--- src/srcc_params.svh ---
/*
 * Constants for the shift/rotate condition-code block: control-store bit
 * positions, operand bit positions, selector codes and reset values.
 * Assumes it is included by bare name, before the package and the modules.
 */
//------------------------------------------------------------------------------
// Contract
//------------------------------------------------------------------------------
// Contract
// - Two select lines pick ror, asr, rol, asl; both selector halves always enabled.
// - Select lines come from control store bits 28 and 29, inverted.
// - Rotate negative: shift sign for left ops, bit 15 for asr, carry for ror.
// - Serial bit into B: zero for asl, carry for rotates, bit 15 for asr.
// - Shift-right carry takes bit 00; rotate carry-out feeds all four operations.
// - Shift overflow is new negative XOR new carry.
// - Arithmetic carry/overflow lookup is disabled during shift-right; gating supplies flags.
// - The XOR overflow term passes only when the rotate category is asserted.
// - Arithmetic shifts are rotate-category words; negative comes from rotate negative.
// - Zero-detect enable: bit 00 for asl, bit 15 for asr, bit 15 with carry for rotates.
// - Rotate-category word zero comes from the gated shift zero detector.
// - Negate: carry is nonzero result, overflow only at 100000 octal, usual N and Z.
// - Plain word operations take zero from an all-sixteen-bits zero detector.
// - Negative/zero selector uses byte as high select, rotate category as low.
// - Computed flags load through a two-way selector under aux bit 24 and load strobe.
`ifndef SRCC_PARAMS_SVH
`define SRCC_PARAMS_SVH

// Widths and operand bit positions.
`define SRCC_WORD_W 16
`define SRCC_MW_W 32
`define SRCC_MSB 15
`define SRCC_LSB 0
`define SRCC_BYTE_MSB 7
`define SRCC_ZD_LO 1
`define SRCC_ZD_HI 14
`define SRCC_BZD_HI 6

// Control store bit positions; these bits are active low.
`define SRCC_CS_S1_BIT 28
`define SRCC_CS_S0_BIT 29
`define SRCC_CS_AUX_BIT 24

// Shift and rotate selector codes, {s1, s0}.
`define SRCC_SEL_ROR 2'h0
`define SRCC_SEL_ASR 2'h1
`define SRCC_SEL_ROL 2'h2
`define SRCC_SEL_ASL 2'h3

// Negate overflow result, octal 100000.
`define SRCC_NEG_OVF 16'h8000
`define SRCC_WORD_ZERO 16'h0000

// Flag positions on the direct load path from the ALU output mux.
`define SRCC_ALU_OUTPUT_MUX_C 0
`define SRCC_ALU_OUTPUT_MUX_V 1
`define SRCC_ALU_OUTPUT_MUX_Z 2
`define SRCC_ALU_OUTPUT_MUX_N 3

// Reset values.
`define SRCC_FLAG_RST 1'h0
`define SRCC_SERIAL_ZERO 1'h0

`endif

--- src/srcc_pkg.sv ---
/*
 * Types shared by the condition-code block and its rotate selector.
 * Assumes srcc_params.svh is on the include path.
 */
`default_nettype none
`include "srcc_params.svh"

package srcc_pkg;

   typedef enum logic [1:0] {
      SRCC_ROR = `SRCC_SEL_ROR,
      SRCC_ASR = `SRCC_SEL_ASR,
      SRCC_ROL = `SRCC_SEL_ROL,
      SRCC_ASL = `SRCC_SEL_ASL
   } srcc_sel_t;

   typedef struct packed {
      logic flag_n;
      logic flag_z;
      logic flag_v;
      logic flag_c;
      logic serial;
   } srcc_state_t;

endpackage

`default_nettype wire

--- src/srcc_rot_if.sv ---
/*
 * Carrier between the flag logic and the rotate selector.
 * Assumes the package srcc_pkg is compiled first.
 */
`default_nettype none

interface srcc_rot_if;
   srcc_pkg::srcc_sel_t sel;
   logic [15:0] b_reg;
   logic [15:0] b_leg;
   logic carry;
   logic shift_sign;
   logic rot_neg;
   logic rot_cout;
   logic serial_in;
   logic zero_en;

   modport mux (input sel, b_reg, b_leg, carry, shift_sign,
                output rot_neg, rot_cout, serial_in, zero_en);
   modport user (output sel, b_reg, b_leg, carry, shift_sign,
                 input rot_neg, rot_cout, serial_in, zero_en);
endinterface

`default_nettype wire

--- src/srcc_rot_mux.sv ---
/*
 * Rotate selectors: carry-out, rotate negative, serial input to the B
 * register and the enable of the shift zero detector.
 * Assumes a single-cycle select from the flag logic; purely combinational.
 */
`default_nettype none
`include "srcc_params.svh"

module srcc_rot_mux
(
   // Selector carrier
   srcc_rot_if.mux rot
);
   import srcc_pkg::*;

   //---------------------------------------------------------------------------
   // Selectors
   //---------------------------------------------------------------------------
   // Both halves have no enable, so every code produces an answer.
   always_comb
   begin
      rot.rot_neg = rot.carry;
      rot.rot_cout = rot.b_reg[`SRCC_LSB];
      rot.serial_in = rot.carry;
      rot.zero_en = ~(rot.b_leg[`SRCC_MSB] | rot.carry);
      case (rot.sel)
         SRCC_ASL:
         begin
            rot.rot_neg = rot.shift_sign;
            rot.rot_cout = rot.b_reg[`SRCC_MSB];
            rot.serial_in = `SRCC_SERIAL_ZERO;
            rot.zero_en = ~rot.b_leg[`SRCC_LSB];
         end
         SRCC_ROL:
         begin
            rot.rot_neg = rot.shift_sign;
            rot.rot_cout = rot.b_reg[`SRCC_MSB];
            rot.serial_in = rot.carry;
            rot.zero_en = ~(rot.b_leg[`SRCC_MSB] | rot.carry);
         end
         SRCC_ASR:
         begin
            rot.rot_neg = rot.b_reg[`SRCC_MSB];
            rot.rot_cout = rot.b_reg[`SRCC_LSB];
            rot.serial_in = rot.b_reg[`SRCC_MSB];
            rot.zero_en = ~rot.b_leg[`SRCC_MSB];
         end
         SRCC_ROR:
         begin
            rot.rot_neg = rot.carry;
            rot.rot_cout = rot.b_reg[`SRCC_LSB];
            rot.serial_in = rot.carry;
            rot.zero_en = ~(rot.b_leg[`SRCC_MSB] | rot.carry);
         end
         default:
         begin
            rot.rot_neg = rot.carry;
            rot.rot_cout = rot.b_reg[`SRCC_LSB];
            rot.serial_in = rot.carry;
            rot.zero_en = ~(rot.b_leg[`SRCC_MSB] | rot.carry);
         end
      endcase
   end

endmodule // srcc_rot_mux

`default_nettype wire

--- src/srcc_top.sv ---
/*
 * Condition-code logic for shift, rotate and plain word operations: selects
 * negative, zero, overflow and carry and loads them into the status flags.
 * Assumes all inputs come from logic on clk_in and settle within one cycle;
 * the microprogram never mixes an ALU function with a shift flag step.
 */
`default_nettype none
`include "srcc_params.svh"

module srcc_top
(
   // Clock and reset
   input wire logic clk_in,
   input wire logic rst_in,
   // Microword and strobes
   input wire logic [31:0] microword_in,
   input wire logic load_status_in,
   // Instruction category
   input wire logic byte_operation_in,
   input wire logic rotate_category_in,
   input wire logic negate_op_in,
   // Datapath
   input wire logic [15:0] alu_output_mux_in,
   input wire logic [15:0] b_register_in,
   input wire logic [15:0] b_leg_a_in,
   input wire logic left_shift_sign_in,
   // Arithmetic carry/overflow lookup
   input wire logic arith_carry_in,
   input wire logic arith_overflow_in,
   // Status flags
   output logic flag_n_out,
   output logic flag_z_out,
   output logic flag_v_out,
   output logic flag_c_out,
   // Serial bit into the B register
   output logic serial_shift_in_out
);
   import srcc_pkg::*;

   srcc_state_t state_reg;
   srcc_state_t state_next;
   srcc_rot_if rot ();
   srcc_sel_t rot_sel;
   logic lookup_en;
   logic word_zero;
   logic low_byte_zero;
   logic shift_zero;
   logic byte_shift_zero;
   logic nz_neg;
   logic nz_zero;
   logic calc_c;
   logic calc_v;
   logic computed_sel;

   //---------------------------------------------------------------------------
   // Rotate selectors
   //---------------------------------------------------------------------------
   // The select lines are the ALU function bits; they are only meaningful here
   // in steps that compute shift flags, never while the ALU function is used.
   assign rot_sel = srcc_sel_t'({~microword_in[`SRCC_CS_S1_BIT],
                                 ~microword_in[`SRCC_CS_S0_BIT]});
   assign rot.sel = rot_sel;
   assign rot.b_reg = b_register_in;
   assign rot.b_leg = b_leg_a_in;
   assign rot.carry = state_reg.flag_c;
   assign rot.shift_sign = left_shift_sign_in;

   srcc_rot_mux u_rot_mux
   (
      .rot (rot.mux)
   );

   //---------------------------------------------------------------------------
   // Zero detectors
   //---------------------------------------------------------------------------
   assign word_zero = (alu_output_mux_in == `SRCC_WORD_ZERO);
   assign low_byte_zero = ~|alu_output_mux_in[`SRCC_BYTE_MSB:`SRCC_LSB];
   // The shift detector looks only at the inner bits; the enable covers the
   // edge bit that the operation moves, which keeps the detector narrow.
   assign shift_zero = rot.zero_en & ~|b_leg_a_in[`SRCC_ZD_HI:`SRCC_ZD_LO];
   assign byte_shift_zero = rot.zero_en & ~|b_leg_a_in[`SRCC_BZD_HI:`SRCC_ZD_LO];

   //---------------------------------------------------------------------------
   // Flag computation
   //---------------------------------------------------------------------------
   // Aux bit is active low; low picks the computed flags.
   assign computed_sel = ~microword_in[`SRCC_CS_AUX_BIT];
   // The lookup is held off for every shift or rotate, shift-right included.
   assign lookup_en = ~rotate_category_in;

   always_comb
   begin
      state_next = state_reg;
      case ({byte_operation_in, rotate_category_in})
         2'h0:
         begin
            nz_neg = alu_output_mux_in[`SRCC_MSB];
            nz_zero = word_zero;
         end
         2'h1:
         begin
            nz_neg = rot.rot_neg;
            nz_zero = shift_zero;
         end
         2'h2:
         begin
            nz_neg = alu_output_mux_in[`SRCC_BYTE_MSB];
            nz_zero = low_byte_zero;
         end
         2'h3:
         begin
            nz_neg = rot.rot_neg;
            nz_zero = byte_shift_zero;
         end
         default:
         begin
            nz_neg = alu_output_mux_in[`SRCC_MSB];
            nz_zero = word_zero;
         end
      endcase
      // Wired-OR of the lookup and the rotate gating.
      calc_c = (lookup_en & arith_carry_in) | (rotate_category_in & rot.rot_cout);
      calc_v = (lookup_en & arith_overflow_in)
               | (rotate_category_in & (nz_neg ^ rot.rot_cout));
      if (negate_op_in && lookup_en)
      begin
         calc_c = ~word_zero;
         calc_v = (alu_output_mux_in == `SRCC_NEG_OVF);
      end
      if (load_status_in)
      begin
         if (computed_sel)
         begin
            state_next.flag_n = nz_neg;
            state_next.flag_z = nz_zero;
            state_next.flag_v = calc_v;
            state_next.flag_c = calc_c;
         end
         else
         begin
            state_next.flag_n = alu_output_mux_in[`SRCC_ALU_OUTPUT_MUX_N];
            state_next.flag_z = alu_output_mux_in[`SRCC_ALU_OUTPUT_MUX_Z];
            state_next.flag_v = alu_output_mux_in[`SRCC_ALU_OUTPUT_MUX_V];
            state_next.flag_c = alu_output_mux_in[`SRCC_ALU_OUTPUT_MUX_C];
         end
      end
      state_next.serial = rot.serial_in;
   end

   always_ff @(posedge clk_in)
   begin
      if (rst_in)
      begin
         state_reg <= '{flag_n: `SRCC_FLAG_RST, flag_z: `SRCC_FLAG_RST,
                        flag_v: `SRCC_FLAG_RST, flag_c: `SRCC_FLAG_RST,
                        serial: `SRCC_SERIAL_ZERO};
      end
      else
      begin
         state_reg <= state_next;
      end
   end

   assign flag_n_out = state_reg.flag_n;
   assign flag_z_out = state_reg.flag_z;
   assign flag_v_out = state_reg.flag_v;
   assign flag_c_out = state_reg.flag_c;
   // Registered copy: the B register sees the serial bit one cycle after the
   // select, a limitation of keeping every output on a flip-flop.
   assign serial_shift_in_out = state_reg.serial;

   logic shift_load;
   assign shift_load = load_status_in & computed_sel & rotate_category_in;
endmodule // srcc_top

`default_nettype wire

--- config.mk ---
export PLATFORM = sky130hd
export DESIGN_NAME = srcc_top
export DESIGN_NICKNAME = d
export VERILOG_FILES = /design/src/srcc_pkg.sv /design/src/srcc_rot_if.sv /design/src/srcc_rot_mux.sv /design/src/srcc_top.sv
export VERILOG_INCLUDE_DIRS = /design/src
export SDC_FILE = /design/constraint.sdc
export NUM_CORES = 1
export LEC_CHECK = 0
export ABC_AREA = 1
export BUFFER_PORTS_ARGS = -buffer_cell sky130_fd_sc_hd__buf_2
export CAP_MARGIN = 15
export CORE_AREA = 4 4 50 52
export DETAILED_ROUTE_END_ITERATION = 8
export DIE_AREA = 0 0 54 56
export GPL_ROUTABILITY_DRIVEN = 0
export PLACE_DENSITY = 0.74
export SKIP_CTS_REPAIR_TIMING = 1
export SLEW_MARGIN = 20
export SYNTH_ARGS = -nofsm -noshare
export SYNTH_HDL_FRONTEND = slang
export SYNTH_SLANG_ARGS = --single-unit
--- constraint.sdc ---
create_clock -name clk_in -period 1 [get_ports clk_in]
set_input_delay 0.2 -clock clk_in [delete_from_list [all_inputs] [get_ports clk_in]]
set_output_delay 0.2 -clock clk_in [all_outputs]
set_load 0.05 [all_outputs]
# Yosys cells after proc, flatten, opt, wreduce, memory -nomap -nowiden

Cells that the tools add are included.

Output and inout bits: 5
Bits in registers: 5

Reduce and logical (&&, ||, !) cells: 14
Equal/unequal tests: 7
Bitwise operators: 17
Multiplexer cells: 9

Operator list:

| operator                                                              | count |
|---|---|
| 16-bit equality test, second input constant                           | 1 |
| 16-bit zero test                                                      | 1 |
| 14-bit OR reduction                                                   | 1 |
| 1-bit case mux with 3 select lines                                    | 4 |
| 2-bit equality test, second input constant                            | 4 |
| 2-bit OR reduction                                                    | 4 |
| 8-bit OR reduction                                                    | 1 |
| 1-bit NOT                                                             | 7 |
| 1-bit bitwise AND                                                     | 6 |
| 6-bit OR reduction                                                    | 1 |
| 2-bit by 1-bit equality test with 1-bit output, second input constant | 2 |
| 2-bit zero test                                                       | 2 |
| 4-bit two-way mux                                                     | 1 |
| 1-bit case mux with 4 select lines                                    | 1 |
| 1-bit zero test                                                       | 3 |
| 1-bit OR                                                              | 3 |
| 1-bit two-way mux                                                     | 2 |
| 1-bit case mux with 2 select lines                                    | 1 |
| 1-bit logical AND                                                     | 1 |
| 1-bit bitwise XOR                                                     | 1 |

# Logic depth before layout (Yosys ltp)

Gate-level depths: netlist of run 1.

Word-level depth: 10
Mapped depth: 10
Gate-level depth less buffers: 10

# By module

From an unflattened synthesis of run 1, not the netlist that was laid out.

Cell total of the unflattened synthesis: 103
Area total of the unflattened synthesis: 551.8 µm²

Modules (own cells, without submodules):

| module       | cells an instance | instances | area each (µm²) | sequential area each (µm²) |
|---|---|---|---|---|
| srcc_top     | 87                | 1         | 483.0           | 100.1 |
| srcc_rot_mux | 16                | 1         | 68.8            | 0.0 |

# Worst setup path after synthesis of run 1

OpenSTA, ideal clock, no wires.

Kind: register to register
From: register state_reg (netlist bit flag_c_out)
To: register state_reg (netlist bit flag_v_out)
Stages on the path, launching flop included: 10
Data required time: 0.885 ns
Slack: -0.328 ns
Path buffers: 0
Data arrival time: 1.213 ns
Path through: dfxtp_1 nand3_1 nand2_1 nor2_1 nand2_1 nand3_1 nand2_1 nand2_1 nand2_1 a21oi_2

Cells in the longest elaborated chain, start to end: 7

RTL lines:

| what                               | RTL line           | RTL |
|---|---|---|
| from (decl)                        | srcc_top.sv:40     | `srcc_state_t state_reg;` |
| from (signal assigned)             | srcc_top.sv:154    | `` state_reg <= '{flag_n: `SRCC_FLAG_RST, flag_z: `SRCC_FLAG_RST, `` |
| from (signal assigned)             | srcc_top.sv:160    | `state_reg <= state_next;` |
| 1-bit case mux with 3 select lines | srcc_rot_mux.sv:26 | `case (rot.sel)` |
| 1-bit case mux with 3 select lines | srcc_top.sv:94     | `case ({byte_operation_in, rotate_category_in})` |
| 1-bit bitwise XOR                  | srcc_top.sv:124    | `\| (rotate_category_in & (nz_neg ^ rot.rot_cout));` |
| 1-bit bitwise AND                  | srcc_top.sv:124    |  |
| 1-bit OR                           | srcc_top.sv:124    |  |
| 1-bit two-way mux                  | srcc_top.sv:125    | `if (negate_op_in && lookup_en)` |
| 4-bit two-way mux                  | srcc_top.sv:132    | `if (computed_sel)` |

Every way passes these cells.
A chain may end at the register's enable or synchronous reset.

# Final worst setup path of run 1

From: register state_reg (netlist bit flag_c_out)
To: output port flag_c_out

RTL lines:

| what      | RTL line       | RTL |
|---|---|---|
| to (decl) | srcc_top.sv:34 | `output logic flag_c_out,` |

No word-level cell between the ends.

==> impl_metrics.sql, run 1 <==
INSERT INTO impl_metrics (metric_group, metric, value, unit) VALUES
('clock_tree', 'cts_inserted_buffers', '3', ''),
('sta', 'max-slew-margin-rel', '0.851', ''),
('clock_tree', 'cts_max_path_bufs', '2', ''),
('finish', 'antenna-diode-count', '0', ''),
('floorplan', 'initial_utilization', '0.244', ''),
('sta', 'timing.final.setup_violations', '3', ''),
('logic_synthesis', 'netlist_area', '513', 'sq um'),
('logic_synthesis', 'async_reset_ff_frac', '0', ''),
('sta', 'slew_viol_final', '0', ''),
('logic_synthesis', 'post-synth-top-area-cell', 'sky130_fd_sc_hd__nor2_1', ''),
('drt', 'ant_nets', '0', ''),
('sta', 'final_hold_viol_count', '0', ''),
('logic_synthesis', 'post-synth-top-area-fraction', '0.227', ''),
('sta', 'setup_ws', '-0.0487', 'ns'),
('finish', 'layout.nets', '255', ''),
('logic_synthesis', 'post_synth_num_cell_types', '12', ''),
('pwr', 'p_switching', '259', 'uW'),
('pwr', 'swShare', '0.333', ''),
('clock_tree', 'cts_htree_levels', '1', ''),
('logic_synthesis', 'synth.yosys.seq_area_share', '0.195', ''),
('placed_design', 'buffer_ports.inserted', '50', ''),
('placed_design', 'post-place-cells', '189', ''),
('job', 'number_of_max_cap_violations', '0', ''),
('global_routing', 'globalRoute.totalOverflow', '0', ''),
('global_routing', 'grt_pass1_wl', '2.71', 'mm'),
('pwr', 'cell_internal_pwr', '518', 'uW'),
('logic_synthesis', 'ys_dominant_reg_cell', 'sky130_fd_sc_hd__dfxtp_1', ''),
('setup_path', 'required', '0.80', 'ns'),
('drt', 'routed_via_density', '4.31', ''),
('drt', 'dr_total_vias', '832', ''),
('floorplan', 'num_io_pins', '94', ''),
('pwr', 'power_frac_comb', '0.410', ''),
('sta', 'final_period_util', '1.05', ''),
('setup_path', 'worst_setup_path_start_kind', 'register', ''),
('setup_path', 'max_stage_delay', '0.35', 'ns'),
('setup_path', 'timing.critical_path.slowest_stage_cell', 'sky130_fd_sc_hd__dfxtp_4', ''),
('sta', 'timing_worst_slew_pin_value', '0.224', 'ns'),
('logic_synthesis', 'post_synth_main_area_contributors', 'sky130_fd_sc_hd__nor2_1, sky130_fd_sc_hd__dfxtp_1, sky130_fd_sc_hd__nand2_1, sky130_fd_sc_hd__nand3_1, sky130_fd_sc_hd__o21ai_0', ''),
('global_routing', 'grt_antenna_before_repair', '0', ''),
('floorplan', 'fp.coreArea', '2110', 'sq um'),
('clock_tree', 'clk_root_buffer_cell', 'sky130_fd_sc_hd__clkbuf_4', ''),
('floorplan', 'core.rowCount', '17', ''),
('global_routing', 'grt_pass1_vias', '756', ''),
('hold_path', 'min-delay-path-class', 'in2reg', ''),
('pwr', 'finalPower', '777', 'uW'),
('run_status', 'status', 'finished with violations', ''),
('logic_synthesis', 'postSynthNetCount', '192', ''),
('pwr', 'ir_drop', '385', 'uV'),
('pwr', 'p_leak', '0.503', 'nW'),
('logic_synthesis', 'top_post_synthesis_cells_by_count', 'sky130_fd_sc_hd__nor2_1, sky130_fd_sc_hd__nand2_1, sky130_fd_sc_hd__inv_1, sky130_fd_sc_hd__nand3_1, sky130_fd_sc_hd__o21ai_0', ''),
('logic_synthesis', 'post-synth-top-count-cell', 'sky130_fd_sc_hd__nor2_1', ''),
('floorplan', 'die_height', '56', 'um'),
('finish', 'flow.area_growth_from_synthesis', '83.2', '%'),
('clock_tree', 'cts.sinks', '5', ''),
('placed_design', 'post-dp-hpwl', '1.51', 'mm'),
('pwr', 'power_per_cell_area', '826', 'nW/um^2'),
('drt', 'drc', '0', ''),
('logic_synthesis', 'synthCells', '103', ''),
('sta', 'fmax', '954', 'MHz'),
('run_status', 'failed_checks', 'negative setup slack', ''),
('sta', 'clock-skew-final', '0.00265', 'ns'),
('logic_synthesis', 'synthesis.area_per_instance', '4.98', 'sq um'),
('drt', 'detail_route.first_pass.iterations', '4', ''),
('drt', 'wire_per_inst', '8.73', 'um'),
('pwr', 'clock_power_share', '0.305', ''),
('finish', 'final-instance-count-excl-fill', '193', ''),
('drt', 'first_iter_violations', '11', ''),
('global_routing', 'grt_start_max_net_pins', '9', ''),
('drt', 'drt-total-wl', '1.69', 'mm'),
('finish', 'fraction_of_final_layout_cells_with_drive_strength_greater_than_1', '0.442', ''),
('sta', 'grt_setup_unrepaired', 'true', '');
flip-flops by register name, indices dropped and copies added (netlist names):
signal,count
flag_c_out,1
flag_n_out,1
flag_v_out,1
flag_z_out,1
serial_shift_in_out,1
critical path: cells and delay by family, from the launching register on:
kind	cells	cell delay, ns
buffers and inverters	2	0.26
DFF	1	0.35
metrics by stage:
stage               worst slack, ns  setup TNS [ns]  hold WS [ns]   util  instance area, sq um
global placement             -0.133          -0.337         0.425  0.412                   867
floorplan                   -0.0180         -0.0180         0.259      -                   522
CTS                          -0.154          -0.330         0.162  0.424                   893
finish                      -0.0487         -0.0585         0.186  0.446                   940
global route                -0.0827          -0.288         0.179  0.446                   940
detailed placement           -0.134          -0.385         0.424  0.412                   867
final cells by class:
cell class / count / area [sq um]
well taps: 28 / 35.0
multi-input cells: 87 / 388
fillers: 231 / 1170
flip-flops and latches: 5 / 104
clock buffers: 4 / 26.3
repair buffers: 58 / 345
inverters: 11 / 41.3
logic make-up (layout without fill, tap and decap cells):
| group | Yosys count | after routing | share of synthesized area |
|---|---|---|---|
| compound gates | 17 | 17 | 0.173 |
| buf+inv | 11 | 73 | 0.0805 |
| flops | 5 | 5 | 0.195 |
| simple gates | 70 | 70 | 0.551 |
power groups by stage:
| stage | logic [mW] | registers, mW | clock network (mW) |
|---|---|---|---|
| final | 0.318 | 0.221 | 0.237 |
| after global routing | 0.359 | 0.223 | 0.260 |
| after CTS | 0.297 | 0.219 | 0.246 |
| after detailed placement | 0.296 | 0.222 | 0 |
| after global placement | 0.293 | 0.221 | 0 |
| after floorplan | 0.0990 | 0.266 | 0 |
layer usage:
layer / up-vias / wire length [um] / share of wire / GRT usage
li1: 451 / - / - / -
met1: 350 / 678 / 0.40 / 0.142
met2: 29 / 850 / 0.50 / 0.189
met3: 2 / 140 / 0.083 / 0.0134
met4: 0 / 15 / 0.0089 / 0.0534
met5: - / 0 / 0 / 0
placed cells by master (no fill, tap or decap):
cell                        n
sky130_fd_sc_hd__a21oi_1    6
sky130_fd_sc_hd__a21oi_2    2
sky130_fd_sc_hd__buf_2     45
sky130_fd_sc_hd__buf_4      7
sky130_fd_sc_hd__buf_6      4
sky130_fd_sc_hd__buf_8      1
sky130_fd_sc_hd__clkbuf_1   1
sky130_fd_sc_hd__clkbuf_4   4
sky130_fd_sc_hd__dfxtp_1    4
sky130_fd_sc_hd__dfxtp_4    1
sky130_fd_sc_hd__inv_1      9
sky130_fd_sc_hd__inv_2      2
sky130_fd_sc_hd__nand2_1   24
sky130_fd_sc_hd__nand2_2    3
sky130_fd_sc_hd__nand3_1    8
sky130_fd_sc_hd__nand3_2    1
sky130_fd_sc_hd__nor2_1    30
sky130_fd_sc_hd__nor2_2     3
sky130_fd_sc_hd__nor3_1     1
sky130_fd_sc_hd__o21ai_0    7
sky130_fd_sc_hd__o21ai_1    2
path summary, 6_finish.rpt:
kind	startpoint	to	slack, ns	cells after the start
setup reg to reg	flag_c_out$_SDFFE_PP0P_	flag_z_out$_SDFFE_PP0P_	-0.01	7
hold / removal	rst_in	flag_v_out$_SDFFE_PP0P_	0.19	2
setup / recovery	flag_c_out$_SDFFE_PP0P_	flag_c_out	-0.05	2
hold reg to reg	flag_n_out$_SDFFE_PP0P_	flag_n_out$_SDFFE_PP0P_	0.49	2
No activity file was read; power rests on OpenSTA's default activity.
==> run 2, diff against run 1 <==
--- a/config.mk
+++ b/config.mk
@@ -14,6 +14,7 @@
 export DIE_AREA = 0 0 54 56
 export GPL_ROUTABILITY_DRIVEN = 0
 export PLACE_DENSITY = 0.74
+export SETUP_SLACK_MARGIN = 0.2
 export SKIP_CTS_REPAIR_TIMING = 1
 export SLEW_MARGIN = 20
 export SYNTH_ARGS = -nofsm -noshare
==> impl_metrics.sql, run 2 (same netlist as run 1, synthesis figures left out) <==
INSERT INTO impl_metrics (metric_group, metric, value, unit) VALUES
('clock_tree', 'cts_inserted_buffers', '3', ''),
('floorplan', 'core.rowCount', '17', ''),
('setup_path', 'crit_arrival', '0.88', 'ns'),
('floorplan', 'die_footprint', '3020', 'sq um'),
('global_routing', 'grt_start_max_net_pins', '9', ''),
('setup_path', 'critPathMaxFanout', '3', ''),
('pwr', 'power_per_cell_area', '768', 'nW/um^2'),
('finish', 'final-instance-count-excl-fill', '195', ''),
('sta', 'fin_hold_ws', '0.174', 'ns'),
('drt', 'ant_nets', '0', ''),
('floorplan', 'num_io_pins', '94', ''),
('sta', 'slew_viol_final', '0', ''),
('pwr', 'ir_drop', '465', 'uV'),
('drt', 'routed_via_density', '4.23', ''),
('sta', 'final_period_util', '1.08', ''),
('setup_path', 'required', '0.80', 'ns'),
('finish', 'layout.nets', '257', ''),
('finish', 'fraction_of_final_layout_cells_with_drive_strength_greater_than_1', '0.551', ''),
('finish', 'antenna-diode-count', '0', ''),
('floorplan', 'die_height', '56', 'um'),
('clock_tree', 'cts_max_path_bufs', '2', ''),
('setup_path', 'critPathKind', 'reg2out', ''),
('placed_design', 'dp_slack', '-0.116', 'ns'),
('sta', 'timing_worst_slew_pin_value', '0.237', 'ns'),
('drt', 'dr_total_vias', '824', ''),
('floorplan', 'initial_utilization', '0.244', ''),
('clock_tree', 'clock_insertion_delay_worst_skew', '0.25', 'ns'),
('placed_design', 'post-dp-hpwl', '1.48', 'mm'),
('finish', 'leading_cell_type_in_the_layout_fill_and_taps_excluded', 'sky130_fd_sc_hd__buf_2', ''),
('pwr', 'p_leak', '0.548', 'nW'),
('sta', 'fmax', '927', 'MHz'),
('sta', 'timing.final.setup_violations', '3', ''),
('clock_tree', 'clk_root_buffer_cell', 'sky130_fd_sc_hd__clkbuf_4', ''),
('sta', 'min_period', '1.08', 'ns'),
('setup_path', 'worst_setup_path_start_kind', 'register', ''),
('sta', 'clock-skew-final', '0.00528', 'ns'),
('sta', 'final_hold_viol_count', '0', ''),
('drt', 'detail_route.first_pass.iterations', '4', ''),
('clock_tree', 'cts_htree_levels', '1', ''),
('finish', 'fin_util', '0.522', ''),
('global_routing', 'globalRoute.totalOverflow', '0', ''),
('sta', 'max-slew-margin-rel', '0.841', ''),
('global_routing', 'grt_antenna_before_repair', '0', ''),
('placed_design', 'post-place-cells', '191', ''),
('run_status', 'status', 'finished with violations', ''),
('job', 'number_of_max_cap_violations', '0', ''),
('clock_tree', 'clkSlewWorstSetupHoldPaths', '0.05', 'ns'),
('global_routing', 'grt_pass1_vias', '727', ''),
('sta', 'grt_setup_unrepaired', 'true', ''),
('drt', 'drt-total-wl', '1.78', 'mm'),
('clock_tree', 'cts.sinks', '5', ''),
('drt', 'wire_per_inst', '9.13', 'um'),
('global_routing', 'grt_pass1_wl', '2.69', 'mm'),
('sta', 'setup_ws', '-0.0788', 'ns'),
('global_routing', 'grt_use_total', '0.114', ''),
('floorplan', 'fp.coreArea', '2110', 'sq um'),
('finish', 'flow.area_growth_from_synthesis', '114', '%'),
('placed_design', 'buffer_ports.inserted', '50', ''),
('hold_path', 'min-delay-path-class', 'in2reg', ''),
('pwr', 'finalPower', '844', 'uW'),
('floorplan', 'die_w', '54', 'um'),
('drt', 'drc', '0', ''),
('finish', 'highest_count_cells_in_the_layout_ignoring_fill_and_taps', 'sky130_fd_sc_hd__buf_2, sky130_fd_sc_hd__nand2_1, sky130_fd_sc_hd__nor2_1, sky130_fd_sc_hd__buf_6, sky130_fd_sc_hd__buf_4', ''),
('drt', 'first_iter_violations', '9', ''),
('setup_path', 'crit_path_end_kind', 'output port', ''),
('run_status', 'failed_checks', 'negative setup slack', ''),
('clock_tree', 'cts_tree', 'built', '');
run 2: area by class of cell:
class / instances / area (sq um)
fill: 214 / 1010
multi-input combinational: 87 / 467
timing repair buffer: 60 / 418
sequential: 5 / 108
inverter: 11 / 43.8
tap: 28 / 35.0
clock buffer: 3 / 22.5
clock inverter: 1 / 5.00
run 2: final timing paths:
path                                               from                 endpoint  slack (ns)  cells after the start
worst max-delay path            flag_c_out$_SDFFE_PP0P_               flag_c_out       -0.08                      2
worst min-delay path                             rst_in  flag_z_out$_SDFFE_PP0P_        0.17                      2
worst max register to register  flag_c_out$_SDFFE_PP0P_  flag_v_out$_SDFFE_PP0P_       -0.02                      9
worst min register to register  flag_n_out$_SDFFE_PP0P_  flag_n_out$_SDFFE_PP0P_        0.48                      2
run 2: metal layers:
| metal | up-vias | track usage | wire [um] |
|---|---|---|---|
| met2 | 36 | 0.183 | 848 |
| li1 | 459 | - | - |
| met1 | 327 | 0.141 | 704 |
| met3 | 2 | 0.0483 | 219 |
| met5 | - | 0 | 0 |
| met4 | 0 | 0.0214 | 9 |
run 2: report_power, final:
| group | internal, mW | leakage, nW | switching, mW | total, mW |
|---|---|---|---|---|
| clock network | 0.145 | 0.0177 | 0.0908 | 0.236 |
| registers | 0.213 | 0.0430 | 0.0117 | 0.225 |
| logic | 0.195 | 0.488 | 0.188 | 0.383 |
| total | 0.553 | 0.548 | 0.290 | 0.844 |
run 2: critical path, cell delays in order (launching register included):
cell and delay [ns]:
sky130_fd_sc_hd__dfxtp_4 0.35, sky130_fd_sc_hd__buf_4 0.13, sky130_fd_sc_hd__buf_6 0.14
run 2: stage by stage:
| stage | TNS [ns] | area [sq um] |
|---|---|---|
| after floorplan | -0.0180 | 527 |
| after global placement | -0.303 | 887 |
| after detailed placement | -0.355 | 887 |
| after CTS | -0.346 | 915 |
| after global routing | -0.442 | 1100 |
| final | -0.106 | 1100 |
==> run 3, diff against run 2 <==
--- a/config.mk
+++ b/config.mk
@@ -9,11 +9,12 @@
 export ABC_AREA = 1
 export BUFFER_PORTS_ARGS = -buffer_cell sky130_fd_sc_hd__buf_2
 export CAP_MARGIN = 15
-export CORE_AREA = 4 4 50 52
+export CORE_AREA = 4 4 53 55
 export DETAILED_ROUTE_END_ITERATION = 8
-export DIE_AREA = 0 0 54 56
+export DIE_AREA = 0 0 57 59
 export GPL_ROUTABILITY_DRIVEN = 0
-export PLACE_DENSITY = 0.74
+export PLACE_DENSITY = 0.69
+export REMOVE_ABC_BUFFERS = 1
 export SETUP_SLACK_MARGIN = 0.2
 export SKIP_CTS_REPAIR_TIMING = 1
 export SLEW_MARGIN = 20
==> constraint.sdc (replaced) <==
create_clock -name clk_in -period 0.9 [get_ports clk_in]
set_input_delay 0.18 -clock clk_in [delete_from_list [all_inputs] [get_ports clk_in]]
set_output_delay 0.18 -clock clk_in [all_outputs]
set_load 0.05 [all_outputs]
==> impl_metrics.sql, run 3 (same netlist as run 1, synthesis figures left out) <==
INSERT INTO impl_metrics (metric_group, metric, value, unit) VALUES
('sta', 'timing_worst_slew_pin_value', '0.213', 'ns'),
('pwr', 'p_leak', '0.546', 'nW'),
('finish', 'highest_count_cells_in_the_layout_ignoring_fill_and_taps', 'sky130_fd_sc_hd__buf_2, sky130_fd_sc_hd__nor2_1, sky130_fd_sc_hd__nand2_1, sky130_fd_sc_hd__buf_4, sky130_fd_sc_hd__inv_1', ''),
('sta', 'max-slew-margin-rel', '0.858', ''),
('setup_path', 'required', '0.72', 'ns'),
('setup_path', 'crit_start', 'flag_c_out$_SDFFE_PP0P_', ''),
('global_routing', 'grt_start_max_net_pins', '9', ''),
('global_routing', 'grt_use_total', '0.103', ''),
('setup_path', 'r2r_start', 'flag_c_out$_SDFFE_PP0P_', ''),
('clock_tree', 'clkSlewWorstSetupHoldPaths', '0.04', 'ns'),
('global_routing', 'grt_pass1_vias', '740', ''),
('setup_path', 'max_stage_delay', '0.35', 'ns'),
('clock_tree', 'cts_inserted_buffers', '3', ''),
('run_status', 'failed_checks', 'negative setup slack', ''),
('sta', 'clock-skew-final', '0.00257', 'ns'),
('setup_path', 'cp_cell_sequence', 'buf_4 -> buf_8', ''),
('floorplan', 'initial_utilization', '0.215', ''),
('sta', 'final_hold_viol_count', '0', ''),
('drt', 'drt-total-wl', '1.75', 'mm'),
('sta', 'min_period', '1.04', 'ns'),
('setup_path', 'crit_path_end_kind', 'output port', ''),
('job', 'number_of_max_cap_violations', '0', ''),
('global_routing', 'grt_antenna_before_repair', '0', ''),
('placed_design', 'post-dp-hpwl', '1.52', 'mm'),
('finish', 'final-instance-count-excl-fill', '200', ''),
('placed_design', 'buffer_ports.inserted', '50', ''),
('finish', 'flow.area_growth_from_synthesis', '108', '%'),
('setup_path', 'critPathMaxFanout', '3', ''),
('clock_tree', 'cts_tree', 'built', ''),
('global_routing', 'grt_pass1_wl', '2.77', 'mm'),
('clock_tree', 'cts_max_path_bufs', '2', ''),
('setup_path', 'critPathKind', 'reg2out', ''),
('finish', 'antenna-diode-count', '0', ''),
('drt', 'dr_total_vias', '837', ''),
('floorplan', 'fp.coreArea', '2390', 'sq um'),
('sta', 'setup_ws', '-0.137', 'ns'),
('drt', 'detail_route.first_pass.iterations', '2', ''),
('drt', 'drc', '0', ''),
('run_status', 'status', 'finished with violations', ''),
('setup_path', 'timing.critical_path.slowest_stage_cell', 'sky130_fd_sc_hd__dfxtp_2', ''),
('finish', 'layout.cell_area.non_filler', '1070', 'sq um'),
('floorplan', 'num_io_pins', '94', ''),
('sta', 'timing.final.setup_violations', '7', ''),
('sta', 'setup_tns', '-0.421', 'ns'),
('setup_path', 'crit_arrival', '0.86', 'ns'),
('pwr', 'power_per_cell_area', '862', 'nW/um^2'),
('clock_tree', 'cts.sinks', '5', ''),
('pwr', 'ir_drop', '482', 'uV'),
('finish', 'leading_cell_type_in_the_layout_fill_and_taps_excluded', 'sky130_fd_sc_hd__buf_2', ''),
('sta', 'fmax', '964', 'MHz'),
('drt', 'wire_per_inst', '8.74', 'um'),
('finish', 'fillCellCount', '294', ''),
('setup_path', 'worst_setup_path_start_kind', 'register', ''),
('sta', 'final_period_util', '1.15', ''),
('finish', 'layout.nets', '260', ''),
('floorplan', 'die_height', '59', 'um'),
('drt', 'first_iter_violations', '2', ''),
('finish', 'fraction_of_final_layout_cells_with_drive_strength_greater_than_1', '0.535', ''),
('drt', 'ant_nets', '0', ''),
('sta', 'grt_setup_unrepaired', 'true', ''),
('global_routing', 'globalRoute.totalOverflow', '0', ''),
('hold_path', 'min-delay-path-class', 'in2reg', ''),
('clock_tree', 'clk_root_buffer_cell', 'sky130_fd_sc_hd__clkbuf_4', ''),
('drt', 'routed_via_density', '4.19', ''),
('placed_design', 'post-place-cells', '194', ''),
('floorplan', 'die_w', '57', 'um'),
('sta', 'slew_viol_final', '0', ''),
('clock_tree', 'cts_htree_levels', '1', ''),
('placed_design', 'placed_cell_area', '883', 'sq um'),
('clock_tree', 'clock_insertion_delay_worst_skew', '0.24', 'ns'),
('floorplan', 'core.rowCount', '18', ''),
('hold_path', 'hp-start', 'rst_in', ''),
('floorplan', 'die_footprint', '3360', 'sq um');
-- run 3: changes by cell type in the layout (fill, tap and decap cells not counted), sizes merged --
cell | before | now
buf | 60 | 63
clkbuf | 3 | 4
clkinv | 1 | 0
-- run 3: worst max-delay path: cells and delay by family, from the launching register on --
| kind | cells | cell delay (ns) |
|---|---|---|
| flops | 1 | 0.35 |
| buf+inv | 2 | 0.27 |
-- run 3: per-stage QoR --
step / hold slack [ns] / utilization / setup WS, ns / total power, mW
floorplan: 0.242 / - / -0.428 / 0.405
global placement: 0.409 / 0.370 / -0.237 / 0.582
global route: 0.171 / 0.447 / -0.193 / 0.994
detailed placement: 0.409 / 0.370 / -0.234 / 0.584
CTS: 0.146 / 0.381 / -0.254 / 0.856
finish: 0.162 / 0.447 / -0.137 / 0.919
-- run 3: report_power, final --
part / leakage, nW / internal, mW / total [mW] / switching, mW
Combinational: 0.489 / 0.210 / 0.408 / 0.198
Clock: 0.0150 / 0.168 / 0.261 / 0.0932
Sequential: 0.0427 / 0.239 / 0.250 / 0.0115
-- run 3: cell type report --
type / instances / area [sq um] / area share
inverters: 11 / 43.8 / 0.0411
multi-input cells: 87 / 429 / 0.403
well taps: 30 / 37.5 / 0.0352
repair buffers: 63 / 424 / 0.398
clock buffers: 4 / 26.3 / 0.0246
flip-flops and latches: 5 / 105 / 0.0986
-- run 3: final timing paths --
check | depth (start not counted) | end | slack [ns]
max | 2 | flag_c_out | -0.14
min | 2 | serial_shift_in_out$_SDFF_PP0_ | 0.16
max reg2reg | 9 | flag_v_out$_SDFFE_PP0P_ | -0.12
min reg2reg | 2 | flag_z_out$_SDFFE_PP0P_ | 0.48
-- run 3: routing by layer --
metal	track usage	part of all wire
met1	0.119	0.41
met2	0.176	0.51
met3	0.0218	0.076
met4	0.0596	0.0046
met5	0	0
